--- config.mk ---
export PLATFORM = sky130hd
export DESIGN_NAME = acp_control
export DESIGN_NICKNAME = d
export VERILOG_FILES = /design/src/acp_pkg.sv /design/src/acp_control.sv
export SDC_FILE = /design/constraint.sdc
export NUM_CORES = 1
export LEC_CHECK = 0
export ABC_CLOCK_PERIOD_IN_PS = 17400
export BUFFER_PORTS_ARGS = -buffer_cell sky130_fd_sc_hd__buf_4
export CAP_MARGIN = 20
export CORE_ASPECT_RATIO = 0.7
export CORE_MARGIN = 5
export CORE_UTILIZATION = 46
export CTS_BUF_LIST = sky130_fd_sc_hd__clkbuf_2 sky130_fd_sc_hd__clkbuf_4 sky130_fd_sc_hd__clkbuf_8
export CTS_CLUSTER_SIZE = 24
export DETAILED_ROUTE_END_ITERATION = 12
export GPL_ROUTABILITY_DRIVEN = 0
export GPL_TIMING_DRIVEN = 0
export SYNTH_ARGS = -nofsm -noshare
export SYNTH_HDL_FRONTEND = slang
export SYNTH_SLANG_ARGS = --single-unit
--- constraint.sdc ---
create_clock -name hclk -period 17.4 [get_ports hclk]
set_input_delay 0.87 -clock hclk [delete_from_list [all_inputs] [get_ports hclk]]
set_output_delay 0.87 -clock hclk [all_outputs]
set_load 0.02 [all_outputs]
--- src/acp_pkg.sv ---
// Package: register map, field layout and timing constants for the control
package acp_pkg;
   // Register byte offsets
   localparam logic [7:0] ACP_CFG_OFS = 8'h00;
   localparam logic [7:0] ACP_CTL_OFS = 8'h04;
   localparam logic [7:0] ACP_FLT_OFS = 8'h08;
   localparam logic [7:0] ACP_STAT_OFS = 8'h0C;
   localparam logic [7:0] ACP_COEF_OFS = 8'h10;
   localparam logic [7:0] ACP_PGD_OFS = 8'h14;
   localparam logic [7:0] ACP_UVDLY_OFS = 8'h18;
   // Config register fields
   localparam int ACP_CFG_EN = 0;
   localparam int ACP_CFG_REP = 1;
   localparam int ACP_CFG_STORE = 2;
   localparam int ACP_CFG_PGAFT = 3;
   localparam int ACP_CFG_GAIN = 4;
   // Mode bits sit above the 7-bit gain field so no gain value sets them
   localparam int ACP_CFG_STRAP = 16;
   localparam int ACP_CFG_USRSEL = 17;
   localparam int ACP_CFG_SINGLE = 18;
   localparam int ACP_CFG_DIODE = 19;
   localparam int ACP_CFG_EXTCLK = 20;
   // Fault register fields
   localparam int ACP_FLT_UVMODE = 0;
   localparam int ACP_FLT_OVMODE = 2;
   localparam int ACP_FLT_RETRY = 4;
   localparam int ACP_FLT_UVTH = 8;
   // Control register bits
   localparam int ACP_CTL_OUTEN = 0;
   localparam int ACP_CTL_RUNCMD = 1;
   localparam int ACP_CTL_RESTART = 2;
   // Gain settings in percent
   localparam logic [6:0] ACP_GAIN_MIN = 7'h0A;
   localparam logic [6:0] ACP_GAIN_MAX = 7'h64;
   localparam logic [6:0] ACP_GAIN_DEF = 7'h46;
   // Undervoltage modes
   localparam logic [1:0] ACP_UV_CONT = 2'h1;
   localparam logic [1:0] ACP_UV_DLY = 2'h2;
   localparam logic [1:0] ACP_UV_RETRY = 2'h3;
   localparam logic [1:0] ACP_UV_AUTO = 2'h0;
   // Overvoltage modes
   localparam logic [1:0] ACP_OV_AUTO = 2'h0;
   localparam logic [1:0] ACP_OV_RETRY = 2'h1;
   localparam logic [1:0] ACP_OV_OFF = 2'h2;
   // Threshold range in 100 mV steps: 2.85 V rounds up to 29, 16 V is 160
   localparam logic [7:0] ACP_UVTH_MIN = 8'h1D;
   localparam logic [7:0] ACP_UVTH_MAX = 8'hA0;
   localparam logic [7:0] ACP_UVTH_DEF = 8'h1D;
   localparam logic [31:0] ACP_CFG_RST = 32'h0000_0469;
   localparam logic [3:0] ACP_RETRY_DEF = 4'h3;
   localparam logic [15:0] ACP_PGD_DEF = 16'h0010;
   localparam logic [15:0] ACP_UVDLY_DEF = 16'h0010;
   localparam logic [15:0] ACP_COEF_DEF = 16'h1000;
   localparam logic [15:0] ACP_COEF_USR = 16'h0800;
endpackage

--- src/acp_control.sv ---
// Auto-compensation sequencer, power-good timing and fault responses
`timescale 1ns/100ps
//
// Behaviour
// - With storage on, save computed coefficients and return them on readback.
// - Repeat mode stores only the first run after ramp; later runs do not.
// - Stored coefficients are applied on every following ramp.
// - Repeat mode always regulates with the latest results.
// - Storage disable, which clears the store, is refused while output enabled.
// - Run command while enabled in store mode stores the next results.
// - Compensation off uses the factory or user coefficient set.
// - Delay policy: power-good after delay, then compensation starts.
// - After-compensation policy: power-good when first run ends, delay ignored.
// - Run once or periodically, with either power-good policy.
// - Results scaled by gain 10 to 100 percent.
// - Strap configuration allows only run-once mode, storage selectable.
// - Run-once without storage: power-good after compensation every start-up; with the delay policy the code raises power-good before the run.
// - Run-once with storage: later start-ups use store, power-good by delay.
// - Strap open defaults: run once, gain 70, power-good after run, no store.
// - Diode emulation only in single-phase operation.
// - Threshold programmable 2.85 to 16 V; operation inhibited below it.
// - Undervoltage: continue, delayed latched shutdown, or shutdown with retry.
// - Default undervoltage: immediate shutdown, re-enable when fault clears.
// - Overvoltage drops power-good, then retry shutdown or both switches off.
// - Default overvoltage auto re-enables; external clock forces that mode.
module acp_control
   import acp_pkg::*;
(
   input wire logic hclk,
   input wire logic hresetn,
   input wire logic hsel,
   input wire logic [31:0] haddr,
   input wire logic [1:0] htrans,
   input wire logic hwrite,
   input wire logic [2:0] hsize,
   input wire logic [31:0] hwdata,
   input wire logic hready,
   output logic [31:0] hrdata,
   output logic hreadyout,
   output logic hresp,
   input wire logic ramp_done,
   input wire logic comp_done,
   input wire logic [15:0] comp_coeff,
   input wire logic [7:0] vin_level,
   input wire logic ov_trip,
   output logic comp_start,
   output logic [15:0] loop_coeff,
   output logic output_good_flag,
   output logic power_on,
   output logic switches_off,
   output logic diode_emul
);
   typedef enum logic [4:0] {
      ACP_OFF = 5'h01, ACP_RAMP = 5'h02, ACP_PGWAIT = 5'h04,
      ACP_COMP = 5'h08, ACP_REG = 5'h10
   } acp_state_t;

   typedef struct packed {
      acp_state_t st;
      logic [31:0] cfg;
      logic [31:0] flt;
      logic [15:0] pgd;
      logic [15:0] uvdly;
      logic out_en;
      logic store_valid;
      logic store_next;
      logic first_done;
      logic [15:0] store;
      logic [15:0] latest;
      logic [15:0] cnt;
      logic [15:0] uvcnt;
      logic [3:0] retries;
      logic uv_latched;
      logic ov_latched;
      logic dph;
      logic dwr;
      logic [7:0] daddr;
      logic [31:0] rdata;
      logic comp_start;
      logic [15:0] coeff;
      logic pg;
      logic pwr;
      logic sw_off;
      logic diode;
   } acp_s_t;

   acp_s_t s_r, s_nxt;

   // Scale a coefficient by gain percent, clamped to the legal range
   function automatic logic [15:0] acp_scale(input logic [15:0] c,
                                             input logic [6:0] g);
      logic [6:0] gc;
      logic [22:0] p;
      gc = (g < ACP_GAIN_MIN) ? ACP_GAIN_MIN :
           (g > ACP_GAIN_MAX) ? ACP_GAIN_MAX : g;
      p = c * gc;
      return 16'(p / 23'(ACP_GAIN_MAX));
   endfunction

   logic uv_low, ov_mode_auto, rep, store_en, pg_after;
   logic bus_take, w_outen, w_run, w_restart;

   //--------------------------------------------------------------------
   // Next-state logic
   //--------------------------------------------------------------------
   always_comb begin
      s_nxt = s_r;
      s_nxt.comp_start = 1'b0;
      bus_take = hsel && hready && htrans[1];
      uv_low = vin_level < s_r.flt[ACP_FLT_UVTH +: 8];
      // External clock leaves only immediate shutdown with auto re-enable
      ov_mode_auto = s_r.cfg[ACP_CFG_EXTCLK] ||
                     (s_r.flt[ACP_FLT_OVMODE +: 2] == ACP_OV_AUTO);
      // Strap-only configuration cannot select repeat mode
      rep = s_r.cfg[ACP_CFG_REP] && !s_r.cfg[ACP_CFG_STRAP];
      store_en = s_r.cfg[ACP_CFG_STORE];
      pg_after = s_r.cfg[ACP_CFG_PGAFT];
      w_outen = s_r.out_en;
      w_run = 1'b0;
      w_restart = 1'b0;
      // Data phase of a write
      if (s_r.dph && s_r.dwr) begin
         if (s_r.daddr == ACP_CFG_OFS) begin
            s_nxt.cfg = hwdata;
            // Disabling storage clears it, refused while enabled
            if (s_r.out_en && store_en) begin
               s_nxt.cfg[ACP_CFG_STORE] = 1'b1;
            end else if (!hwdata[ACP_CFG_STORE]) begin
               s_nxt.store_valid = 1'b0;
               s_nxt.first_done = 1'b0;
            end
         end else if (s_r.daddr == ACP_CTL_OFS) begin
            w_outen = hwdata[ACP_CTL_OUTEN];
            w_run = hwdata[ACP_CTL_RUNCMD];
            w_restart = hwdata[ACP_CTL_RESTART];
         end else if (s_r.daddr == ACP_FLT_OFS) begin
            s_nxt.flt = hwdata;
            // Threshold clamped into the supported range
            if (hwdata[ACP_FLT_UVTH +: 8] < ACP_UVTH_MIN)
               s_nxt.flt[ACP_FLT_UVTH +: 8] = ACP_UVTH_MIN;
            else if (hwdata[ACP_FLT_UVTH +: 8] > ACP_UVTH_MAX)
               s_nxt.flt[ACP_FLT_UVTH +: 8] = ACP_UVTH_MAX;
         end else if (s_r.daddr == ACP_PGD_OFS) begin
            s_nxt.pgd = hwdata[15:0];
         end else if (s_r.daddr == ACP_UVDLY_OFS) begin
            s_nxt.uvdly = hwdata[15:0];
         end
      end
      s_nxt.out_en = w_outen;
      if (w_run && s_r.out_en && store_en)
         s_nxt.store_next = 1'b1;
      if (w_restart) begin
         s_nxt.uv_latched = 1'b0;
         s_nxt.ov_latched = 1'b0;
         s_nxt.retries = s_r.flt[ACP_FLT_RETRY +: 4];
      end
      // Address phase capture
      s_nxt.dph = bus_take;
      s_nxt.dwr = hwrite;
      s_nxt.daddr = haddr[7:0];
      if (bus_take && !hwrite) begin
         if (haddr[7:0] == ACP_CFG_OFS) s_nxt.rdata = s_r.cfg;
         else if (haddr[7:0] == ACP_FLT_OFS) s_nxt.rdata = s_r.flt;
         else if (haddr[7:0] == ACP_CTL_OFS)
            s_nxt.rdata = {31'h0, s_r.out_en};
         else if (haddr[7:0] == ACP_STAT_OFS)
            s_nxt.rdata = {23'h0, s_r.st, s_r.uv_latched, s_r.ov_latched,
                           s_r.store_valid, s_r.pg};
         else if (haddr[7:0] == ACP_COEF_OFS)
            s_nxt.rdata = {s_r.latest, s_r.store};
         else if (haddr[7:0] == ACP_PGD_OFS) s_nxt.rdata = {16'h0, s_r.pgd};
         else if (haddr[7:0] == ACP_UVDLY_OFS)
            s_nxt.rdata = {16'h0, s_r.uvdly};
         else s_nxt.rdata = 32'h0;
      end
      // Time spent below threshold; the delayed shutdown counts from the
      // fault itself, since the sequencer counter restarts in OFF and on leaving RAMP and COMP
      s_nxt.uvcnt = !uv_low ? 16'h0 :
                    (s_r.uvcnt == 16'hFFFF) ? s_r.uvcnt : s_r.uvcnt + 16'h1;
      // Undervoltage response
      s_nxt.pwr = 1'b1;
      s_nxt.sw_off = 1'b0;
      if (uv_low) begin
         case (s_r.flt[ACP_FLT_UVMODE +: 2])
            ACP_UV_CONT: ;
            ACP_UV_DLY: begin
               // Run on for the delay, then latch off until restart
               if (s_r.uvcnt >= s_r.uvdly) s_nxt.uv_latched = 1'b1;
            end
            ACP_UV_RETRY: begin
               if (s_r.retries == 4'h0) s_nxt.uv_latched = 1'b1;
               else if (s_r.pwr) s_nxt.retries = s_r.retries - 4'h1;
               s_nxt.pwr = 1'b0;
            end
            default: s_nxt.pwr = 1'b0;
         endcase
      end
      if (s_r.uv_latched) s_nxt.pwr = 1'b0;
      // Overvoltage response
      if (ov_trip) begin
         if (ov_mode_auto) begin
            s_nxt.pwr = 1'b0;
         end else if (s_r.flt[ACP_FLT_OVMODE +: 2] == ACP_OV_OFF) begin
            s_nxt.ov_latched = 1'b1;
         end else begin
            // Retry: off while tripped, latch once retries run out
            if (s_r.retries == 4'h0) s_nxt.ov_latched = 1'b1;
            else if (s_r.pwr) s_nxt.retries = s_r.retries - 4'h1;
            s_nxt.pwr = 1'b0;
         end
      end
      if (s_r.ov_latched) begin
         if (s_r.flt[ACP_FLT_OVMODE +: 2] == ACP_OV_OFF) s_nxt.sw_off = 1'b1;
         else s_nxt.pwr = 1'b0;
      end
      if (!s_r.out_en) s_nxt.pwr = 1'b0;
      // Diode emulation gated by single-phase operation
      s_nxt.diode = s_r.cfg[ACP_CFG_DIODE] && s_r.cfg[ACP_CFG_SINGLE];
      // Sequencer
      s_nxt.cnt = (s_r.cnt == 16'hFFFF) ? s_r.cnt : s_r.cnt + 16'h1;
      case (s_r.st)
         ACP_OFF: begin
            s_nxt.pg = 1'b0;
            s_nxt.cnt = 16'h0;
            if (s_nxt.pwr && !s_nxt.sw_off) s_nxt.st = ACP_RAMP;
         end
         ACP_RAMP: if (ramp_done) begin
            s_nxt.cnt = 16'h0;
            // Stored values skip the run and use the delay
            if (!s_r.cfg[ACP_CFG_EN] || (store_en && s_r.store_valid && !rep
                && !s_r.store_next) || !pg_after)
               s_nxt.st = ACP_PGWAIT;
            else begin
               s_nxt.st = ACP_COMP;
               s_nxt.comp_start = 1'b1;
            end
         end
         ACP_PGWAIT: if (s_r.cnt >= s_r.pgd) begin
            s_nxt.pg = 1'b1;
            if (s_r.cfg[ACP_CFG_EN] && (rep || !(store_en && s_r.store_valid
                && !s_r.store_next))) begin
               s_nxt.st = ACP_COMP;
               s_nxt.comp_start = 1'b1;
            end else s_nxt.st = ACP_REG;
         end
         ACP_COMP: if (comp_done) begin
            s_nxt.latest = acp_scale(comp_coeff, s_r.cfg[ACP_CFG_GAIN +: 7]);
            s_nxt.pg = 1'b1;
            if (store_en && (!s_r.first_done || s_r.store_next)) begin
               s_nxt.store = acp_scale(comp_coeff,
                                       s_r.cfg[ACP_CFG_GAIN +: 7]);
               s_nxt.store_valid = 1'b1;
               // A run command landing now still arms the next result
               s_nxt.store_next = w_run && s_r.out_en;
               s_nxt.first_done = 1'b1;
            end
            s_nxt.st = ACP_REG;
            s_nxt.cnt = 16'h0;
         end
         // Periodic rerun, or a host run command, restarts the engine
         ACP_REG: if (s_r.cfg[ACP_CFG_EN] &&
                      ((rep && s_r.cnt >= s_r.pgd) || w_run)) begin
            s_nxt.st = ACP_COMP;
            s_nxt.comp_start = 1'b1;
         end
         default: s_nxt.st = ACP_OFF;
      endcase
      if (!s_nxt.pwr || ov_trip || s_nxt.sw_off) begin
         s_nxt.pg = 1'b0;
         if (!s_nxt.pwr) s_nxt.st = ACP_OFF;
      end
      // Coefficient selection
      if (!s_r.cfg[ACP_CFG_EN])
         s_nxt.coeff = s_r.cfg[ACP_CFG_USRSEL] ? ACP_COEF_USR
                                               : ACP_COEF_DEF;
      else if (rep || !s_r.store_valid || !store_en)
         s_nxt.coeff = s_nxt.latest;
      else
         s_nxt.coeff = s_r.store;
   end

   //--------------------------------------------------------------------
   // State register
   //--------------------------------------------------------------------
   always_ff @(posedge hclk or negedge hresetn) begin
      if (!hresetn) begin
         s_r <= '0;
         s_r.st <= ACP_OFF;
         s_r.cfg <= ACP_CFG_RST;
         s_r.flt <= {16'h0, ACP_UVTH_DEF, ACP_RETRY_DEF, ACP_OV_AUTO,
                     ACP_UV_AUTO};
         s_r.pgd <= ACP_PGD_DEF;
         s_r.uvdly <= ACP_UVDLY_DEF;
         s_r.retries <= ACP_RETRY_DEF;
         s_r.coeff <= ACP_COEF_DEF;
      end else begin
         s_r <= s_nxt;
      end
   end

   // Outputs straight from flip-flops; slave never waits
   assign hrdata = s_r.rdata;
   assign hreadyout = 1'b1;
   assign hresp = 1'b0;
   assign comp_start = s_r.comp_start;
   assign loop_coeff = s_r.coeff;
   assign output_good_flag = s_r.pg;
   assign power_on = s_r.pwr;
   assign switches_off = s_r.sw_off;
   assign diode_emul = s_r.diode;

   //--------------------------------------------------------------------
   // Assertions
   //--------------------------------------------------------------------
   a_ov_drops_pg: assert property (@(posedge hclk)
      disable iff (!hresetn) ov_trip |=> !output_good_flag)
      else $error("pg high after ov");
   a_diode_single: assert property (@(posedge hclk)
      disable iff (!hresetn) diode_emul |-> $past(s_r.cfg[ACP_CFG_SINGLE]))
      else $error("diode emulation without single phase");
   a_uv_inhibit: assert property (@(posedge hclk)
      disable iff (!hresetn)
      (uv_low && s_r.flt[1:0] == ACP_UV_AUTO) |=> !power_on)
      else $error("power on under undervoltage");
   a_store_locked: assert property (@(posedge hclk)
      disable iff (!hresetn)
      (s_r.out_en && s_r.cfg[ACP_CFG_STORE]) |=> s_r.cfg[ACP_CFG_STORE])
      else $error("store disabled while enabled");
   a_pg_after_comp: assert property (@(posedge hclk)
      disable iff (!hresetn)
      (s_r.st == ACP_COMP && comp_done && !ov_trip && s_nxt.pwr
       && !s_nxt.sw_off) |=> output_good_flag)
      else $error("pg not raised after compensation");
   a_store_kept: assert property (@(posedge hclk)
      disable iff (!hresetn)
      (s_r.first_done && !s_r.store_next && !(s_r.dph && s_r.dwr))
      |=> $stable(s_r.store)) else $error("store overwritten");
   a_fixed_coeff: assert property (@(posedge hclk)
      disable iff (!hresetn)
      (!s_r.cfg[ACP_CFG_EN] && !s_r.cfg[ACP_CFG_USRSEL]) |=>
      loop_coeff == ACP_COEF_DEF) else $error("wrong default set");
   a_start_pulse: assert property (@(posedge hclk)
      disable iff (!hresetn) comp_start |=> !comp_start)
      else $error("start not a pulse");
   a_ov_off_latch: assert property (@(posedge hclk)
      disable iff (!hresetn)
      (s_r.ov_latched && s_r.flt[ACP_FLT_OVMODE +: 2] == ACP_OV_OFF) |=>
      switches_off) else $error("switches on while latched off");
   a_use_store: assert property (@(posedge hclk)
      disable iff (!hresetn)
      (s_r.cfg[ACP_CFG_EN] && !rep && store_en && s_r.store_valid) |=>
      loop_coeff == $past(s_r.store)) else $error("stored set not used");
endmodule // acp_control

==> results summary <==
The post-CTS clock slew at the launch and capture registers of the worst setup and hold paths came out at 0.07 ns. The delay of the slowest cell on the worst path is 0.58 ns. Dividing the detail-routed wire length by the instance count gives 19.9 µm. Yosys mapped the design onto 124 distinct sky130hd cell types. The die is 254 µm wide. The insertion delay to the later sink of the worst-skew pair is 0.56 ns.

The worst setup path is captured at a flop. The net count of the finished layout is 2575. The core area is 41000 µm². The starting density of the core is 0.466. The largest fanout on the critical path is 10. The worst path arrival time is 16.93 ns. For flop-to-flop paths, the worst setup slack is 0.87 ns. The initial antenna violation count is 0. The startpoint type of the worst setup path is a flop.

The number of inserted filler cells in the final layout came out at 3851. The number of buffers and inverters on the critical path is 7. The global-route congestion overflow total came out at 0. The number of nets in the synthesized netlist is 2406. The number of hold buffers added after cts came out at 0. The synthesized design spends more area on one cell type than any other, namely dfrtp_1. In this run the clock root is driven by a clkbuf_8.

The detailed placement HPWL came out at 45.7 mm. The maximum number of pins on one net before global-route repair is 104. The worst-case clock buffer depth came out at 3. The initialized floorplan defines 62 standard-cell rows. The flow ran to the end, and the final reports show no timing, DRC or antenna violations. The post-place instance area came out at 20800 µm². The minimum hold slack is 0.196 ns. In the routed layout, each cell is associated on average with a via count of 5.84. The cell count after synthesis came out at 2151. Input and output buffers added on the ports amount to 125. The layout overhead on the synthesized area came out at 14.3%.

In the synthesized netlist the async set-or-reset flop fraction comes to 1.00. The number of DRC markers after the initial detailed-route iteration is 1368. The post-synthesis area per instance is 8.88 µm².

The number of max-slew violations in the final report was 0. The level count of the clock H-tree came out at 2. The sink count of the clock tree came out at 238. The number of cells on the worst reg-to-reg path came out at 56. Leaving out fill and tap cells, the most frequent cells in the layout are nand2_1 (284), dfrtp_1 (221), buf_4 (180), nor2_1 (149), o21ai_0 (128). The number of global-route vias before repair came to 16200. In this run the cell area of the synthesized design comes to 19100 µm². The worst-margin pin slew came out at 0.979 ns. In this run the worst hold path is classified as primary input to asynchronous set/reset pin. The via count of the routed design is 16900.

The wire length of the first global-routing pass is 91.6 mm. In the finished design, the share of the clock period the worst path needs comes to 0.950. The number of enable flip-flop cells after synthesis is 0. The shortest clock period the worst path allows after layout is 16.53 ns.

The number of clock buffers added by TritonCTS is 39. By area the synthesized netlist is led by dfrtp_1 (29%), fa_1 (7.2%), nand2_1 (5.6%), ha_1 (5.6%), mux2_2 (3.8%). Measured against its own limit, the worst slew margin works out to 0.342. The worst setup slack before clock tree synthesis came out at 0.0976 ns. The area fraction of the dominant cell type after synthesis is 0.289. The global router's overall resource usage came out at 0.246. The reg-to-reg endpoint is loop_coeff[0].

The number of nets with antenna violations after routing is 0. The count of max-cap constraint violations is 0. Measured along the y axis, the die boundary spans 181 µm.

The die covers 45800 µm². The hold violation count in the final report came out at 0. The largest clock skew in the final design is 0.0381 ns. Adding up every negative setup slack in the final design gives 0 ns. The count of antenna diodes in the layout is 0. During synthesis, Yosys emitted a total of 0 warnings. The startpoint identified for the worst register-to-register timing path is s_r[211]. The library cell used most frequently in the layout, excluding fill and tap cells, is nand2_1. In the synthesized netlist the dominant register cell turns out to be dfrtp_1.

The cell class contributing the biggest share of worst-path delay is compound AO/OA/AOI/OAI gates. The post-detailed-route DRC marker count is 0. STA puts the critical path data required time at 17.81 ns.

Pin placement for this block handled 156 I/O pins. The final wirelength came out at 57.7 mm. The post-layout worst setup margin is 0.874 ns. By startpoint and endpoint, the worst setup path is classified as flop to flop. TritonCTS built the clock tree. The final design instance area without fill came out at 21800 µm². The share of the yosys chip area belonging to registers is 0.313.

In the final layout, the share of cells above drive strength 1 is 0.187. The maximum clock rate is 60.5 MHz. On the critical path, the stage with the largest delay is an instance of or4_1. The first detailed-routing pass ran for 6 iterations. Setup violations remaining at the end of the flow were counted as 0. The synthesized design contains 238 register bits.
flip-flops by register name, indices dropped and copies added, names as in the netlist:
name	flops
switches_off	1
s_r	184
diode_emul	1
pg_after	1
power_on	1
hrdata	32
comp_start	1
loop_coeff	16
output_good_flag	1
synth_stat cells (all sizes together) (25+ instances only):
library cell / number
a21o: 30
a21oi: 126
and2: 74
and3: 34
buf: 73
clkbuf: 70
dfrtp: 221
fa: 69
ha: 85
inv: 124
mux2: 68
mux2i: 39
nand2: 284
nand2b: 32
nand3: 45
nor2: 149
nor2b: 47
nor3: 25
o21ai: 148
xnor2: 34
xor2: 31
through the flow:
| stage | util | instances |
|---|---|---|
| 3_3_place_gp | 0.505 | 2820 |
| 3_5_place_dp | 0.507 | 2822 |
| 6_report | 0.532 | 2895 |
| 2_1_floorplan | - | 2151 |
| 5_1_grt | 0.532 | 2895 |
| 4_1_cts | 0.528 | 2894 |
how the worst max path moves through the flow:
stage             start             to  slack, ns  depth (start not counted)
2_1_floorplan  s_r[211]       s_r[117]       3.00                         61
3_3_place_gp   s_r[211]  loop_coeff[0]       0.27                         57
3_5_place_dp   s_r[211]  loop_coeff[0]        0.1                         56
4_1_cts        s_r[211]  loop_coeff[0]       0.09                         57
5_1_grt        s_r[211]  loop_coeff[0]      -0.02                         58
6_report       s_r[211]  loop_coeff[0]       0.87                         56
area by class of cell:
class | count | area (µm²) | share of cell area
buffer | 143 | 776 | 0.0355
clock buffer | 69 | 862 | 0.0395
clock inverter | 3 | 21.3 | 0.000974
inverter | 124 | 465 | 0.0213
multi-input combinational | 1646 | 12100 | 0.552
sequential | 238 | 5980 | 0.274
tap | 544 | 681 | 0.0312
timing repair buffer | 128 | 1010 | 0.0462
per-layer routing:
layer / global-route usage / wire length [µm] / up-vias
met4: 0.0419 / 900 / 0
met5: 0 / 0 / -
met1: 0.393 / 28600 / 8305
met2: 0.357 / 24200 / 608
li1: - / - / 7906
met3: 0.0359 / 3970 / 75
cell families (layout without fill, tap and decap cells):
logic type / Yosys count / count (layout) / share of synthesized area
fa+ha+maj: 162 / 162 / 0.132
other cells: 2 / 2 / 0.000393
buf+inv: 267 / 467 / 0.0646
flops: 238 / 238 / 0.313
compound gates: 544 / 544 / 0.200
xor+xnor: 67 / 67 / 0.0332
simple gates: 764 / 764 / 0.195
mux: 107 / 107 / 0.0618
repair_timing:
action                                  CTS  global route
pin swaps                                 0             1
hold endpoints to repair                  0             0
endpoints found under the setup margin    2             7
resized for setup                         2            32
buffers inserted                          0             1
cloned                                    0             0
Power is not shown: default switching activity piles up to over one toggle a cycle in this logic, so the estimate is an artifact.
